[config.mk]
export PLATFORM = sky130hd
export DESIGN_NAME = led_port_pwm_phase_driver
export DESIGN_NICKNAME = d
export VERILOG_FILES = /design/src/hw/led_pwm_pkg.sv /design/src/hw/led_port_pwm_phase_driver.sv /design/src/hw/pwm_output_cell.sv
export SDC_FILE = /design/constraint.sdc
export NUM_CORES = 1
export LEC_CHECK = 0
export ABC_AREA = 1
export BUFFER_PORTS_ARGS = -buffer_cell sky130_fd_sc_hd__buf_2
export CORE_MARGIN = 4
export CORE_UTILIZATION = 62
export DETAILED_ROUTE_END_ITERATION = 8
export GPL_TIMING_DRIVEN = 0
export HOLD_SLACK_MARGIN = 0.03
export PLACE_DENSITY = 0.81
export SETUP_SLACK_MARGIN = 0.4
export SYNTH_ARGS = -nofsm -noshare
export SYNTH_HDL_FRONTEND = slang
export SYNTH_HIERARCHICAL = 1
export SYNTH_SLANG_ARGS = --single-unit
[constraint.sdc]
create_clock -name ref_clk_i -period 2.89 [get_ports ref_clk_i]
set_clock_uncertainty 0.1 [all_clocks]
set_input_delay 0.1445 -clock ref_clk_i [delete_from_list [all_inputs] [get_ports ref_clk_i]]
set_output_delay 0.1445 -clock ref_clk_i [all_outputs]
set_load 0.1 [all_outputs]
[src/hw/led_pwm_pkg.sv]
// constants shared by the port pwm phase driver
`default_nettype none
package led_pwm_pkg;
  // -------------------------------------------------------------------
  // register offsets
  // -------------------------------------------------------------------
  localparam logic [7:0] ADDR_PHASE0_LOW = 8'h02;
  localparam logic [7:0] ADDR_PHASE0_HIGH = 8'h03;
  localparam logic [7:0] ADDR_PHASE1_LOW = 8'h0a;
  localparam logic [7:0] ADDR_PHASE1_HIGH = 8'h0b;
  localparam logic [7:0] ADDR_MASTER_GLOBAL = 8'h0e;
  localparam logic [7:0] ADDR_INTENSITY_FIRST = 8'h10;
  localparam logic [7:0] ADDR_INTENSITY_LAST = 8'h17;
  localparam logic [7:0] READ_UNMAPPED = 8'h00;

  // -------------------------------------------------------------------
  // field positions
  // -------------------------------------------------------------------
  localparam int MASTER_MSB = 7;
  localparam int MASTER_LSB = 4;
  localparam int EXTRA_CODE_MSB = 3;
  localparam int EXTRA_CODE_LSB = 0;
  localparam int CODE_W = 4;
  localparam int PORTS = 16;
  localparam int INTENSITY_REGS = 8;

  // -------------------------------------------------------------------
  // values after reset
  // -------------------------------------------------------------------
  localparam logic [7:0] RESET_PHASE = 8'hff;
  localparam logic [7:0] RESET_MASTER = 8'h00;
  localparam logic [7:0] RESET_INTENSITY = 8'hff;

  // -------------------------------------------------------------------
  // pwm timing
  // -------------------------------------------------------------------
  localparam logic [3:0] CODE_FULL = 4'hf;
  localparam logic [3:0] MASTER_STATIC = 4'h0;
  localparam logic [3:0] LAST_CYCLE_IN_SLOT = 4'hf;
  localparam logic [3:0] LAST_SLOT = 4'he;
  localparam int CLK_HZ = 200000000;
  localparam int PWM_STEP_HZ = 32000;
  localparam int STEP_DIV_CYCLES = CLK_HZ / PWM_STEP_HZ;
  localparam int DIV_W = 13;
endpackage
`default_nettype wire

[src/hw/led_port_pwm_phase_driver.sv]
// sixteen open-drain ports plus extra output, phase banks and pwm intensity
//
// Contract
// [RULE1] phase-0 levels at 0x02 (ports 7..0) and 0x03 (15..8), read back.
// [RULE2] phase-1 levels at 0x0a and 0x0b, readable and writable.
// [RULE3] individual intensity acts only inside master-enabled timeslots.
// [RULE4] intensity picks 1/16 to 16/16 active duration per enabled timeslot.
// [RULE5] full 16/16 level ignores master gate, output static at phase bit.
// [RULE6] alternation off: on-time level from phase-0 bits only.
// [RULE7] phase bit 0: low duty 1/16 up to continuously low.
// [RULE8] phase bit 1: low duty none up to 15/16.
// [RULE9] alternation on: phase-0 or phase-1 bank by current phase.
// [RULE10] extra output's intensity nibble doubles as global intensity.
// [RULE11] global flag applies global intensity to all 17 outputs.
// [RULE12] global mode: master plus global nibble give 240-step control.
// [RULE13] software mixing static and pwm outputs must use individual mode.
// [RULE14] 0x0e below 0x10: all outputs static, global and 0x10-0x17 ignored.
// [RULE15] 0x0e from 0x10 to 0xff enables pwm.
// [RULE16] individual code 0xf is static, 0x0 to 0xe modulate.
// [RULE17] global mode: 0x0e sole intensity source, 0x10-0x17 ignored.
// [RULE18] period is 15 timeslots of 16 pwm cycles, 240 steps.
// [RULE19] master gates individual settings on for 1 to 15 timeslots.
// [RULE20] phase is flip flag xor flip pin; 1 selects phase-1 bank.
// [RULE21] phase bit 1 puts port high impedance, 0 drives it low.
// [RULE22] 0x0e holds master gate high nibble, extra intensity low nibble.
`timescale 1ns/1ps
`default_nettype none
module led_port_pwm_phase_driver #(
  parameter int STEP_DIV_CYCLES = led_pwm_pkg::STEP_DIV_CYCLES
) (
  input wire logic ref_clk_i,
  input wire logic reset_i,
  input wire logic reg_wr_i,
  input wire logic reg_rd_i,
  input wire logic [7:0] reg_addr_i,
  input wire logic [7:0] reg_wdata_i,
  output logic [7:0] reg_rdata_o,
  input wire logic alternate_enable_i,
  input wire logic phase_flip_flag_i,
  input wire logic phase_flip_pin_i,
  input wire logic global_mode_i,
  input wire logic extra_phase0_bit_i,
  input wire logic extra_phase1_bit_i,
  output logic [15:0] port_line_o,
  output logic [15:0] port_line_oe_o,
  output logic extra_output_port_o,
  output logic extra_output_port_oe_o
);
  // -------------------------------------------------------------------
  // state
  // -------------------------------------------------------------------
  typedef struct packed {
    logic [7:0] phase0_level_low;
    logic [7:0] phase0_level_high;
    logic [7:0] phase1_level_low;
    logic [7:0] phase1_level_high;
    logic [7:0] master_global_intensity;
    logic [63:0] output_intensity;
    logic [led_pwm_pkg::DIV_W-1:0] div;
    logic [3:0] cycle;
    logic [3:0] slot;
    logic [7:0] rdata;
  } drv_state_type;

  localparam logic [led_pwm_pkg::DIV_W-1:0] DIV_LAST = led_pwm_pkg::DIV_W'(STEP_DIV_CYCLES - 1);

  drv_state_type state_reg;
  drv_state_type state_next;
  logic pwm_enable;
  logic phase_sel;
  logic step_en;
  logic slot_gated;
  logic [3:0] master_gate;
  logic [3:0] extra_code;
  logic [15:0] level_bits;
  logic [15:0] drive_low;
  logic [2:0] int_idx;

  always_comb begin
    master_gate = state_reg.master_global_intensity[led_pwm_pkg::MASTER_MSB:led_pwm_pkg::MASTER_LSB]; // [RULE22]
    extra_code = state_reg.master_global_intensity[led_pwm_pkg::EXTRA_CODE_MSB:led_pwm_pkg::EXTRA_CODE_LSB]; // [RULE22]
    pwm_enable = (master_gate != led_pwm_pkg::MASTER_STATIC); // [RULE14] [RULE15]
    phase_sel = alternate_enable_i && (phase_flip_flag_i ^ phase_flip_pin_i); // [RULE20]
    if (phase_sel) begin
      level_bits = {state_reg.phase1_level_high, state_reg.phase1_level_low}; // [RULE9]
    end else begin
      level_bits = {state_reg.phase0_level_high, state_reg.phase0_level_low}; // [RULE6]
    end
    step_en = (state_reg.div == DIV_LAST);
    slot_gated = (state_reg.slot < master_gate); // [RULE19]
    int_idx = reg_addr_i[2:0];
  end

  // -------------------------------------------------------------------
  // registers, pwm timebase and read data
  // -------------------------------------------------------------------
  always_comb begin
    state_next = state_reg;
    if (reg_wr_i) begin
      if (reg_addr_i == led_pwm_pkg::ADDR_PHASE0_LOW) begin
        state_next.phase0_level_low = reg_wdata_i; // [RULE1]
      end else if (reg_addr_i == led_pwm_pkg::ADDR_PHASE0_HIGH) begin
        state_next.phase0_level_high = reg_wdata_i; // [RULE1]
      end else if (reg_addr_i == led_pwm_pkg::ADDR_PHASE1_LOW) begin
        state_next.phase1_level_low = reg_wdata_i; // [RULE2]
      end else if (reg_addr_i == led_pwm_pkg::ADDR_PHASE1_HIGH) begin
        state_next.phase1_level_high = reg_wdata_i; // [RULE2]
      end else if (reg_addr_i == led_pwm_pkg::ADDR_MASTER_GLOBAL) begin
        state_next.master_global_intensity = reg_wdata_i;
      end else if (reg_addr_i >= led_pwm_pkg::ADDR_INTENSITY_FIRST &&
                   reg_addr_i <= led_pwm_pkg::ADDR_INTENSITY_LAST) begin
        state_next.output_intensity[int_idx*8 +: 8] = reg_wdata_i;
      end
    end
    if (reg_rd_i) begin
      if (reg_addr_i == led_pwm_pkg::ADDR_PHASE0_LOW) begin
        state_next.rdata = state_reg.phase0_level_low; // [RULE1]
      end else if (reg_addr_i == led_pwm_pkg::ADDR_PHASE0_HIGH) begin
        state_next.rdata = state_reg.phase0_level_high; // [RULE1]
      end else if (reg_addr_i == led_pwm_pkg::ADDR_PHASE1_LOW) begin
        state_next.rdata = state_reg.phase1_level_low; // [RULE2]
      end else if (reg_addr_i == led_pwm_pkg::ADDR_PHASE1_HIGH) begin
        state_next.rdata = state_reg.phase1_level_high; // [RULE2]
      end else if (reg_addr_i == led_pwm_pkg::ADDR_MASTER_GLOBAL) begin
        state_next.rdata = state_reg.master_global_intensity;
      end else if (reg_addr_i >= led_pwm_pkg::ADDR_INTENSITY_FIRST &&
                   reg_addr_i <= led_pwm_pkg::ADDR_INTENSITY_LAST) begin
        state_next.rdata = state_reg.output_intensity[int_idx*8 +: 8];
      end else begin
        state_next.rdata = led_pwm_pkg::READ_UNMAPPED;
      end
    end
    // timebase parked at zero while static, as the oscillator would be off
    if (!pwm_enable) begin
      state_next.div = '0;
      state_next.cycle = '0;
      state_next.slot = '0;
    end else if (step_en) begin
      state_next.div = '0;
      if (state_reg.cycle == led_pwm_pkg::LAST_CYCLE_IN_SLOT) begin // [RULE18]
        state_next.cycle = '0;
        if (state_reg.slot == led_pwm_pkg::LAST_SLOT) begin // [RULE18]
          state_next.slot = '0;
        end else begin
          state_next.slot = state_reg.slot + 4'h1;
        end
      end else begin
        state_next.cycle = state_reg.cycle + 4'h1;
      end
    end else begin
      state_next.div = state_reg.div + led_pwm_pkg::DIV_W'(1);
    end
  end

  always_ff @(posedge ref_clk_i) begin
    if (reset_i) begin
      state_reg <= '0;
      state_reg.phase0_level_low <= led_pwm_pkg::RESET_PHASE;
      state_reg.phase0_level_high <= led_pwm_pkg::RESET_PHASE;
      state_reg.phase1_level_low <= led_pwm_pkg::RESET_PHASE;
      state_reg.phase1_level_high <= led_pwm_pkg::RESET_PHASE;
      state_reg.master_global_intensity <= led_pwm_pkg::RESET_MASTER;
      state_reg.output_intensity <= {led_pwm_pkg::INTENSITY_REGS{led_pwm_pkg::RESET_INTENSITY}};
    end else begin
      state_reg <= state_next;
    end
  end

  // -------------------------------------------------------------------
  // output cells
  // -------------------------------------------------------------------
  // global mode is all-or-nothing: a subset cannot be left static [RULE13]
  for (genvar p = 0; p < led_pwm_pkg::PORTS; p++) begin : g_port
    logic [3:0] code;
    assign code = global_mode_i ? extra_code : state_reg.output_intensity[p*4 +: 4]; // [RULE11] [RULE17] [RULE12]
    pwm_output_cell u_cell (
      .ref_clk_i(ref_clk_i),
      .reset_i(reset_i),
      .level_bit_i(level_bits[p]),
      .code_i(code),
      .pwm_enable_i(pwm_enable),
      .slot_gated_i(slot_gated),
      .cycle_i(state_reg.cycle),
      .drive_low_o(drive_low[p])
    );
  end

  logic extra_drive_low;
  pwm_output_cell u_extra (
    .ref_clk_i(ref_clk_i),
    .reset_i(reset_i),
    .level_bit_i(phase_sel ? extra_phase1_bit_i : extra_phase0_bit_i),
    .code_i(extra_code), // [RULE10]
    .pwm_enable_i(pwm_enable),
    .slot_gated_i(slot_gated),
    .cycle_i(state_reg.cycle),
    .drive_low_o(extra_drive_low)
  );

  assign port_line_o = '0;
  assign port_line_oe_o = drive_low; // [RULE21]
  assign extra_output_port_o = 1'b0;
  assign extra_output_port_oe_o = extra_drive_low;
  assign reg_rdata_o = state_reg.rdata;
endmodule
`default_nettype wire

[src/hw/pwm_output_cell.sv]
// one open-drain output stage: level select, pwm gating, registered enable
`timescale 1ns/1ps
`default_nettype none
module pwm_output_cell (
  input wire logic ref_clk_i,
  input wire logic reset_i,
  input wire logic level_bit_i,
  input wire logic [3:0] code_i,
  input wire logic pwm_enable_i,
  input wire logic slot_gated_i,
  input wire logic [3:0] cycle_i,
  output logic drive_low_o
);
  typedef struct packed {
    logic drive_low;
  } cell_state_type;

  cell_state_type state_reg;
  cell_state_type state_next;
  logic is_static;
  logic on_time;
  logic level;

  always_comb begin
    is_static = !pwm_enable_i || (code_i == led_pwm_pkg::CODE_FULL); // [RULE5] [RULE14] [RULE16]
    on_time = slot_gated_i && (cycle_i <= code_i); // [RULE3] [RULE4]
    // off-time shows the inverse, so bit 0 never fully off, bit 1 never fully on
    if (is_static) begin
      level = level_bit_i; // [RULE5]
    end else if (on_time) begin
      level = level_bit_i; // [RULE7] [RULE8]
    end else begin
      level = !level_bit_i; // [RULE7] [RULE8]
    end
    state_next.drive_low = !level; // [RULE21]
  end

  // registered so static outputs never glitch on code changes
  always_ff @(posedge ref_clk_i) begin
    if (reset_i) begin
      state_reg <= '0;
    end else begin
      state_reg <= state_next;
    end
  end

  assign drive_low_o = state_reg.drive_low;
endmodule
`default_nettype wire

==> qor.yml, run 1 <==
cells_and_area:
  largest_reg_flops: 117
  diodes: 0
  fill_cells: 1491
  final_cell_mix: "nand2_1 (381), inv_1 (274), dfxtp_1 (148)"
  area_growth_pct: 12.59
  final_common_cell: "nand2_1"
  drive_gt1_share_pct: 16.11
  nets: 1763
  final_area_um2: 12040
routing:
  wirelength_mm: 34.27
  drc: 0
  vias_per_cell: 5.726
  drtIter0Drc: 1071
  detail-route-antenna-nets: 0
  first_pass_iters: 6
  wl_per_cell_um: 18.13
  num_vias: 10822
synth:
  synth-main-ff-cell: "dfxtp_1"
  synth.avg_cell_area_um2: 6.840
  syn-cell-area_um2: 10690
  yosysSeqAreaShare_pct: 28.09
  synth-seq-cells: 150
  yosys_warnings: 6
  synth_cell_types: 48
  synthCells: 1563
  synth_edf_count: 0
  async_flop_share_pct: 0
sta:
  max_freq_mhz: 411.6
  finalMaxSlewViolations: 0
  setup_viol: 0
  max_slew.worst_pin.slew_ns: 1.124
  maxSlewHeadroom_pct: 24.83
  rsz0062_at_grt: "true"
  min_period_over_period_pct: 84.06
  setup_slack_ns: 0.4606
  hold_violations: 0
  layout_min_cycle_time_ns: 2.429
clock_network:
  clk_latency_ns: 0.44
  cts_tree: "built"
  cts_sinks: 150
  cts_made_buffers: 17
  clk_pin_slew_worst_paths_ns: 0.07
  htree_levels: 4
  cts_max_path_buffers: 2
  clockRootBuffer: "clkbuf_16"
die:
  die_x_um: 139.3
  core-area_um2: 16760
  rows: 47
  start_util_pct: 63.79
  dieHeight_um: 139.3
  ios: 68
  die_area_um2: 19410
power:
  p_sw_share_pct: 30.43
  powerDensity_nw_per_um2: 424.7
  leakage_uw: 0.006777
  combPwrFrac_pct: 13.2
  p_clk_share_pct: 46.1
  power_frac_seq_pct: 40.7
  p_int_uw: 3556
  ir_drop_mv: 0.4464
  p_switching_uw: 1556
critical_path:
  cp.arrival_ns: 2.66
  worstPathMaxFanout: 20
  path_class: "flop to flop"
  endpoint_kind: "flop"
  critical_path_required_ns: 3.12
  start_kind: "flop"
run_status:
  status: "completed"
placed_design:
  gp_congestion: 1.054
  dp_slack_ns: -0.3037
  hpwl_mm: 25.88
  numPortBuffers: 48
  place_area_um2: 11270
grt:
  grt_pass1_vias: 10011
  grt_pass1_wl_mm: 53.66
  grt_use_total_pct: 34.89
  antenna_found_initial: 2
  grt_max_degree: 22
  grt.overflow.total: 0
run:
  cap_viol_max_count: 0
min_path:
  hold_path_class: "input port to flop"
area by class of cell:
| cell class | instances | area [um^2] | area share, % |
|---|---|---|---|
| Clock inverter | 14 | 180.2 | 1.497 |
| Timing Repair Buffer | 60 | 352.8 | 2.931 |
| Tap cell | 220 | 275.3 | 2.287 |
| Sequential cell | 150 | 3005 | 24.97 |
| Clock buffer | 17 | 425.4 | 3.534 |
| Multi-Input combinational cell | 1045 | 6166 | 51.22 |
| Buffer | 83 | 481.7 | 4.002 |
| Inverter | 301 | 1151 | 9.562 |
power groups by stage:
| stage | clock, uW | combinational [uW] | sequential, uW |
|---|---|---|---|
| after global placement | 0 | 624 | 2130 |
| after CTS | 2360 | 650 | 2080 |
| after floorplan | 0 | 472 | 2140 |
| final | 2360 | 677 | 2080 |
| after detailed placement | 0 | 635 | 2130 |
| after global routing | 2460 | 737 | 2080 |
cells by family after synthesis:
family / synth area share [%]
and+or+nand+nor: 28.45
buffers and inverters: 15.12
AOI/OAI and AO/OA: 18.77
DFF: 28.09
adders and majority gates: 9.245
muxes: 0.2106
other: 0.03507
xor gates and xnor gates: 0.08193
per-stage QoR:
step	total power [uW]	hold slack [ns]	setup TNS, ns	cells	util, %
final	5112	0.06018	0	1890	71.83
after global routing	5275	0.09986	0	1890	71.83
after CTS	5090	0.05684	0	1887	71.51
after detailed placement	2760	0.3546	-4.219	1847	67.25
after global placement	2749	0.3487	-4.228	1847	67.25
after floorplan	2613	0.1442	0	1579	-
critical path, cell delays in order, from the launching register on:
cell and delay, ns:
dfxtp_1 0.35, inv_1 0.10, nand4_1 0.88, nand3_1 0.52, buf_2 0.29, nor3_1 0.08
synthesized netlist by cell type, types with 3 or more instances:
| cell type | number | area [um^2] |
|---|---|---|
| clkbuf_1 | 38 | 142.6 |
| nand3_4 | 3 | 52.55 |
| nor4_1 | 9 | 56.30 |
| o21a_1 | 19 | 142.6 |
| a21oi_1 | 81 | 405.4 |
| buf_4 | 27 | 202.7 |
| buf_2 | 9 | 45.04 |
| nor3_2 | 4 | 40.04 |
| dfxtp_1 | 150 | 3003 |
| inv_1 | 275 | 1032 |
| nand3_1 | 97 | 485.5 |
| buf_6 | 7 | 78.83 |
| nand2_2 | 23 | 143.9 |
| nor3b_1 | 3 | 22.52 |
| nand2_1 | 381 | 1430 |
| nor2_1 | 66 | 247.7 |
| o211ai_1 | 50 | 375.4 |
| o211ai_2 | 40 | 500.5 |
| o21ai_0 | 87 | 435.4 |
| nand4_1 | 20 | 125.1 |
| nand3_2 | 17 | 170.2 |
| nor3_1 | 14 | 70.07 |
| ha_1 | 79 | 988.5 |
| nand4_4 | 3 | 63.81 |
| a211oi_1 | 9 | 67.56 |
| inv_2 | 22 | 82.58 |
worst paths after layout:
kind                            slack (ns)  cells after the start                         from                             end
worst max-delay path                  0.46                      5  master_gate[2]$_SDFFE_PP0P_        state_reg[25]$_SDFF_PP0_
worst min-delay path                  0.06                      5           extra_phase0_bit_i  u_extra/drive_low_o$_SDFF_PP0_
worst max register to register        0.46                      5  master_gate[2]$_SDFFE_PP0P_        state_reg[25]$_SDFF_PP0_
worst min register to register        0.37                      2  reg_rdata_o[7]$_SDFFE_PP0P_     reg_rdata_o[7]$_SDFFE_PP0P_
per-layer routing:
layer / part of all wire [%] / vias up / wire length, um / global-route usage, %
li1: - / 5228 / - / -
met1: 42 / 4946 / 14340 / 47.33
met2: 43 / 522 / 14810 / 53.26
met3: 11 / 122 / 3739 / 8.268
met4: 3.9 / 4 / 1347 / 14.83
met5: 0.088 / - / 30 / 0
what timing repair did:
action,in CTS,in global routing
resized for setup,5,14
setup endpoints to repair,44,51
hold buffers,9,0
endpoints found under the hold margin,27,0
setup buffers,0,3
No activity file was read; power rests on OpenSTA's default activity.
==> inputs of run 2 (changes only) <==
clock period = 2.4 ns   (was 2.89 ns; I/O delays follow)
==> run 2 against run 1 <==
Critical path depth rose by 4. First-iteration DRC count rose by 19%. Count of clock-buffer cells in the layout rose by 1. Die area did not move. Core utilization rose by 3.3 points. Power rose by 17%. Flip-flop and latch count did not move. Via count rose by 1.6%. Routed wire length rose by 2.5%. Cell area rose by 4.6%. Non-clock buffer count rose by 19.
==> qor.yml, run 2 (same netlist as run 1, synthesis figures left out) <==
die:
  start_util_pct: 63.79  # unchanged
  rows: 47  # unchanged
  die_x_um: 139.3  # unchanged
  die_area_um2: 19410  # unchanged
  core-area_um2: 16760  # unchanged
  dieHeight_um: 139.3  # unchanged
  ios: 68  # unchanged
run:
  cap_viol_max_count: 0  # unchanged
clock_network:
  clk_latency_ns: 0.44  # about the same
  cts_sinks: 150  # unchanged
  cts_made_buffers: 17  # unchanged
  cts_max_path_buffers: 2  # unchanged
  htree_levels: 4  # unchanged
  clk_pin_slew_worst_paths_ns: 0.07  # about the same
  cts_tree: "built"  # unchanged
  clockRootBuffer: "clkbuf_16"  # unchanged
grt:
  grt_pass1_wl_mm: 53.63  # was 53.66 mm
  busiest_layer: "met2"  # unchanged
  grt_pass1_vias: 9728  # was 10.01k
  antenna_found_initial: 0  # was 2
  grt_use_met3_pct: 8.919  # was 8.268%
  gr-usage-met2_pct: 53.21  # was 53.26%
  grt_max_degree: 22  # unchanged
  grt_use_total_pct: 34.57  # was 34.89%
  grt_use_met1_pct: 47.57  # was 47.33%
  grt.overflow.total: 0  # unchanged
sta:
  min_period_over_period_pct: 85.31  # was 84.06%
  hold_violations: 0  # unchanged
  maxSlewHeadroom_pct: 48.99  # was 24.83%
  setup_slack_ns: 0.3525  # was 0.4606 ns
  setup_viol: 0  # unchanged
  max_freq_mhz: 488.4  # was 411.6 MHz
  rsz0062_at_grt: "true"  # unchanged
  layout_min_cycle_time_ns: 2.048  # was 2.429 ns
  max_slew.worst_pin.slew_ns: 0.7628  # was 1.124 ns
  finalMaxSlewViolations: 0  # unchanged
  whs_ns: 0.03694  # was 0.06018 ns
cells_and_area:
  ff_latch_area_um2: 3030  # was 3005 um^2
  fill_cells: 1337  # was 1,491
  diodes: 0  # unchanged
  largest_reg_flops: 117  # unchanged
  drive_gt1_share_pct: 20.40  # was 16.11%
  final_area_um2: 12600  # was 12,040 um^2
  final_common_cell: "nand2_1"  # unchanged
  final_util_pct: 75.15  # was 71.83%
  nets: 1783  # was 1,763
  area_growth_pct: 17.81  # was 12.59%
  multiInputGateArea_um2: 6454  # was 6166 um^2
  final_cell_mix: "nand2_1 (377), inv_1 (273), dfxtp_1 (138)"  # was nand2_1 (381), inv_1 (274), dfxtp_1 (148)
critical_path:
  crit_chain: "inv_1, ha_1, a21o_1, a21oi_4, buf_12, clkbuf_16, nand2_2, a21oi_1, nor2_1"  # was inv_1, nand4_1, nand3_1, buf_2, nor3_1
  cp.arrival_ns: 2.28  # was 2.66 ns
  critical_path_required_ns: 2.64  # was 3.12 ns
  start_kind: "flop"  # unchanged
  cpPeakStageDelay_ns: 0.38  # was 0.88 ns
  endpoint_kind: "flop"  # unchanged
  reg2reg_slack_ns: 0.35  # was 0.46 ns
  path_class: "flop to flop"  # unchanged
  cp_slowest_cell: "dfxtp_1"  # was nand4_1
  startpoint: "master_gate[2]$_SDFFE_PP0P_"  # unchanged
  worstPathMaxFanout: 8  # was 20
  reg2reg_from: "master_gate[2]$_SDFFE_PP0P_"  # unchanged
routing:
  vias_per_cell: 5.755  # was 5.726
  drc: 0  # unchanged
  num_vias: 10997  # was 10.82k
  wl_per_cell_um: 18.37  # was 18.13 um
  first_pass_iters: 7  # was 6
  wirelength_mm: 35.11  # was 34.27 mm
  drtIter0Drc: 1278  # was 1,071
  detail-route-antenna-nets: 0  # unchanged
min_path:
  hold_path_class: "input port to flop"  # unchanged
  hp-start: "extra_phase1_bit_i"  # was extra_phase0_bit_i
run_status:
  status: "completed"  # unchanged
placed_design:
  numPortBuffers: 48  # unchanged
  dp_slack_ns: -0.2130  # was -0.3037 ns
  place_area_um2: 11360  # was 11,270 um^2
  gp_congestion: 1.059  # was 1.054
  hpwl_mm: 25.42  # was 25.88 mm
power:
  leakage_uw: 0.007023  # was 0.006777 uW
  ir_drop_mv: 0.5913  # was 0.4464 mV
  powerDensity_nw_per_um2: 474.4  # was 424.7 nW/um^2
-- run 2: final timing paths --
| path | endpoint | cells past startpoint |
|---|---|---|
| min | u_extra/drive_low_o$_SDFF_PP0_ | 5 |
| min reg2reg | reg_rdata_o[5]$_SDFFE_PP0P_ | 2 |
| max reg2reg | g_port[8].u_cell/drive_low_o$_SDFF_PP0_ | 9 |
| max | g_port[8].u_cell/drive_low_o$_SDFF_PP0_ | 9 |
-- run 2: timing repair --
action	4_1_cts	5_1_grt
hold endpoints to repair	37	0
endpoints found under the setup margin	77	55
cloned	1	5
hold buffers	9	0
pin swaps	5	7
buffers inserted	6	11
resized for setup	34	98
-- run 2: worst max-delay path, delay by kind of cell, from the launching register on --
kind | cells | cell delay [ns]
compound gates | 3 | 0.53
buf+inv | 3 | 0.48
flops | 1 | 0.38
fa+ha+maj | 1 | 0.30
simple gates | 2 | 0.14
-- run 2: routing by layer --
layer	share of wire, %	up-vias	routed length (um)
met1	41	4980	14230
met3	12	117	4309
met2	43	615	15150
li1	-	5285	-
met5	0	-	0
met4	4.1	0	1431
-- run 2: cell type report --
class	count	share of cell area (%)
flip-flops and latches	150	24.06
clock buffers	18	3.487
repair buffers	79	4.609
multi-input cells	1046	51.24
inverters	301	9.179
plain buffers	83	4.321
well taps	220	2.185
clock inverters	14	0.9238
-- run 2: report_power, final --
group          switching, uW  internal, uW
sequential              6.39          2490
clock                   1230          1380
combinational            633           234
-- run 2: through the flow --
step	power, uW	setup TNS, ns	std cells
6_report	5976	0	1911
5_1_grt	6149	0	1911
4_1_cts	5920	0	1895
3_5_place_dp	3348	-5.349	1847
3_3_place_gp	3334	-2.987	1847
2_1_floorplan	3165	0	1579
==> inputs of run 3 (changes only) <==
clock period = 2 ns   (was 2.4 ns; I/O delays follow)
==> run 3 against run 2 <==
The run now ends with design-rule violations, negative setup slack left. Critical endpoint is now g_port[0].u_cell/drive_low_o$_SDFF_PP0_. Non-clock buffer count grew 42. Highest routed layer unchanged. First-iteration DRC count rose by 50%. Combinational power is 40% higher. Count of clock-buffer cells in the layout unchanged.
==> qor.yml, run 3 (same netlist as run 1, synthesis figures left out) <==
grt:
  busiest_layer: "met2"  # unchanged
  grt_use_met3_pct: 9.537  # was 8.919%
  grt_use_total_pct: 37.56  # was 34.57%
  grt_use_met1_pct: 48.13  # was 47.57%
  grt.overflow.total: 0  # unchanged
  grt_max_degree: 22  # unchanged
  grt_pass1_vias: 10897  # was 9,728
  antenna_found_initial: 0  # unchanged
  gr-usage-met2_pct: 58.58  # was 53.21%
  grt_pass1_wl_mm: 58.14  # was 53.63 mm
die:
  start_util_pct: 63.79  # unchanged
  core-area_um2: 16760  # unchanged
  die_x_um: 139.3  # unchanged
  ios: 68  # unchanged
  die_area_um2: 19410  # unchanged
  dieHeight_um: 139.3  # unchanged
  rows: 47  # unchanged
power:
  p_clk_share_pct: 44.2  # was 43.7%
  leakage_uw: 0.007439  # was 0.007023 uW
  ir_drop_mv: 0.6284  # was 0.5913 mV
  combPwrFrac_pct: 16.1  # was 14.5%
  power_frac_seq_pct: 39.7  # was 41.8%
  p_switching_uw: 2498  # was 1873 uW
  p_sw_share_pct: 33.27  # was 31.34%
  p_int_uw: 5010  # was 4103 uW
  powerDensity_nw_per_um2: 533.2  # was 474.4 nW/um^2
clock_network:
  htree_levels: 4  # unchanged
  cts_max_path_buffers: 2  # unchanged
  clk_pin_slew_worst_paths_ns: 0.08  # was 0.07 ns
  cts_made_buffers: 17  # unchanged
  cts_tree: "built"  # unchanged
  cts_sinks: 150  # unchanged
  clockRootBuffer: "clkbuf_16"  # unchanged
  clk_latency_ns: 0.45  # was 0.44 ns
cells_and_area:
  final_cell_mix: "nand2_1 (345), inv_1 (247), dfxtp_1 (120)"  # was nand2_1 (377), inv_1 (273), dfxtp_1 (138)
  diodes: 0  # unchanged
  drive_gt1_share_pct: 32.20  # was 20.40%
  largest_reg_flops: 117  # unchanged
  final_common_cell: "nand2_1"  # unchanged
  nets: 1825  # was 1,783
  area_growth_pct: 31.69  # was 17.81%
  final_util_pct: 84.01  # was 75.15%
min_path:
  hold_path_class: "input port to flop"  # unchanged
sta:
  maxSlewHeadroom_pct: 45.39  # was 48.99%
  whs_ns: 0.07893  # was 0.03694 ns
  setup_viol: 2  # was 0
  setup_slack_ns: -0.1194  # was 0.3525 ns
  rsz0062_at_grt: "true"  # unchanged
  min_period_over_period_pct: 106.0  # was 85.31%
  finalMaxSlewViolations: 0  # unchanged
  fin_setup_tns_ns: -0.1269  # was 0 ns
  max_freq_mhz: 471.8  # was 488.4 MHz
  layout_min_cycle_time_ns: 2.119  # was 2.048 ns
  hold_violations: 0  # unchanged
  max_slew.worst_pin.slew_ns: 0.8191  # was 0.7628 ns
routing:
  detail-route-antenna-nets: 0  # unchanged
  drtIter0Drc: 1911  # was 1,278
  wirelength_mm: 42.81  # was 35.11 mm
  drc: 10  # was 0
  first_pass_iters: 9  # was 7
  num_vias: 12262  # was 11.00k
  wl_per_cell_um: 21.92  # was 18.37 um
  vias_per_cell: 6.279  # was 5.755
critical_path:
  cp.arrival_ns: 2.35  # was 2.28 ns
  endpoint_kind: "flop"  # unchanged
  path_class: "flop to flop"  # unchanged
  start_kind: "flop"  # unchanged
  critical_path_required_ns: 2.23  # was 2.64 ns
  worstPathMaxFanout: 5  # was 8
placed_design:
  gp_congestion: 1.120  # was 1.059
  hpwl_mm: 25.10  # was 25.42 mm
  numPortBuffers: 48  # unchanged
  dp_slack_ns: -0.3798  # was -0.2130 ns
run:
  cap_viol_max_count: 0  # unchanged
run_status:
  violations: "design-rule violations, negative setup slack"
  status: "complete, but fails checks"  # was completed
-- run 3: changes by cell type in the layout (fill, tap and decap cells not counted), moves of 17 or more --
cell     previous run  this run
buf_4              42        68
dfxtp_1           138       120
ha_1               72        47
ha_4                7        29
inv_1             273       247
inv_2              21        45
nand2_1           377       345
nand2_2            22        42
o21ai_0            55        27
o21ai_2            18        35
-- run 3: path summary, 6_finish.rpt --
path / cells after the start / startpoint / end / slack (ns)
hold / removal: 4 / reg_wr_i / state_reg[129]$_SDFFE_PP1P_ / 0.08
setup reg to reg: 11 / state_reg[9]$_SDFFE_PP0P_ / g_port[0].u_cell/drive_low_o$_SDFF_PP0_ / -0.12
setup / recovery: 11 / state_reg[9]$_SDFFE_PP0P_ / g_port[0].u_cell/drive_low_o$_SDFF_PP0_ / -0.12
hold reg to reg: 2 / state_reg[35]$_SDFFE_PP1P_ / state_reg[35]$_SDFFE_PP1P_ / 0.37
-- run 3: area by class of cell --
cell class,count,area [um^2]
clock inverters,14,151.4
repair buffers,121,1030
fillers,960,2680
well taps,220,275.3
flip-flops and latches,150,3075
inverters,301,1179
clock buffers,18,429.2
plain buffers,83,646.9
multi-input cells,1046,7293
-- run 3: per-layer routing --
layer  wire length [um]  vias to the layer above
met5                  0                        -
met3               6090                      335
li1                   -                     5362
met1              14860                     5549
met2              18500                     1016
met4               3355                        0
-- run 3: power by group through the flow --
stage / registers [uW] / clock network (uW) / logic [uW]
floorplan: 3090 / 0 / 715
global placement: 3070 / 0 / 942
detailed placement: 3070 / 0 / 960
CTS: 2990 / 3260 / 1060
global route: 2980 / 3430 / 1280
finish: 2980 / 3310 / 1210
-- run 3: critical path, cell delays in order (launching register included) --
cell	delay, ns
dfxtp_4	0.37
ha_4	0.24
o21ai_2	0.05
nand2_1	0.07
a21o_1	0.20
a21oi_4	0.21
buf_6	0.16
buf_12	0.15
nand2_4	0.06
nand3_2	0.06
nand2_1	0.05
nor2_1	0.28
-- run 3: through the flow --
step | total power, uW | cells | cell area (um^2)
floorplan | 3808 | 1579 | 10980
global placement | 4011 | 1847 | 11500
detailed placement | 4030 | 1847 | 11500
CTS | 7297 | 1936 | 13140
global route | 7698 | 1953 | 14080
finish | 7507 | 1953 | 14080
-- run 3: repair_timing --
item,CTS,global route
gates resized for setup,186,200
endpoints found under the hold margin,47,0
pin swaps,31,64
hold buffers,13,0
gates cloned,7,2
buffers inserted,37,15
endpoints found under the setup margin,150,112
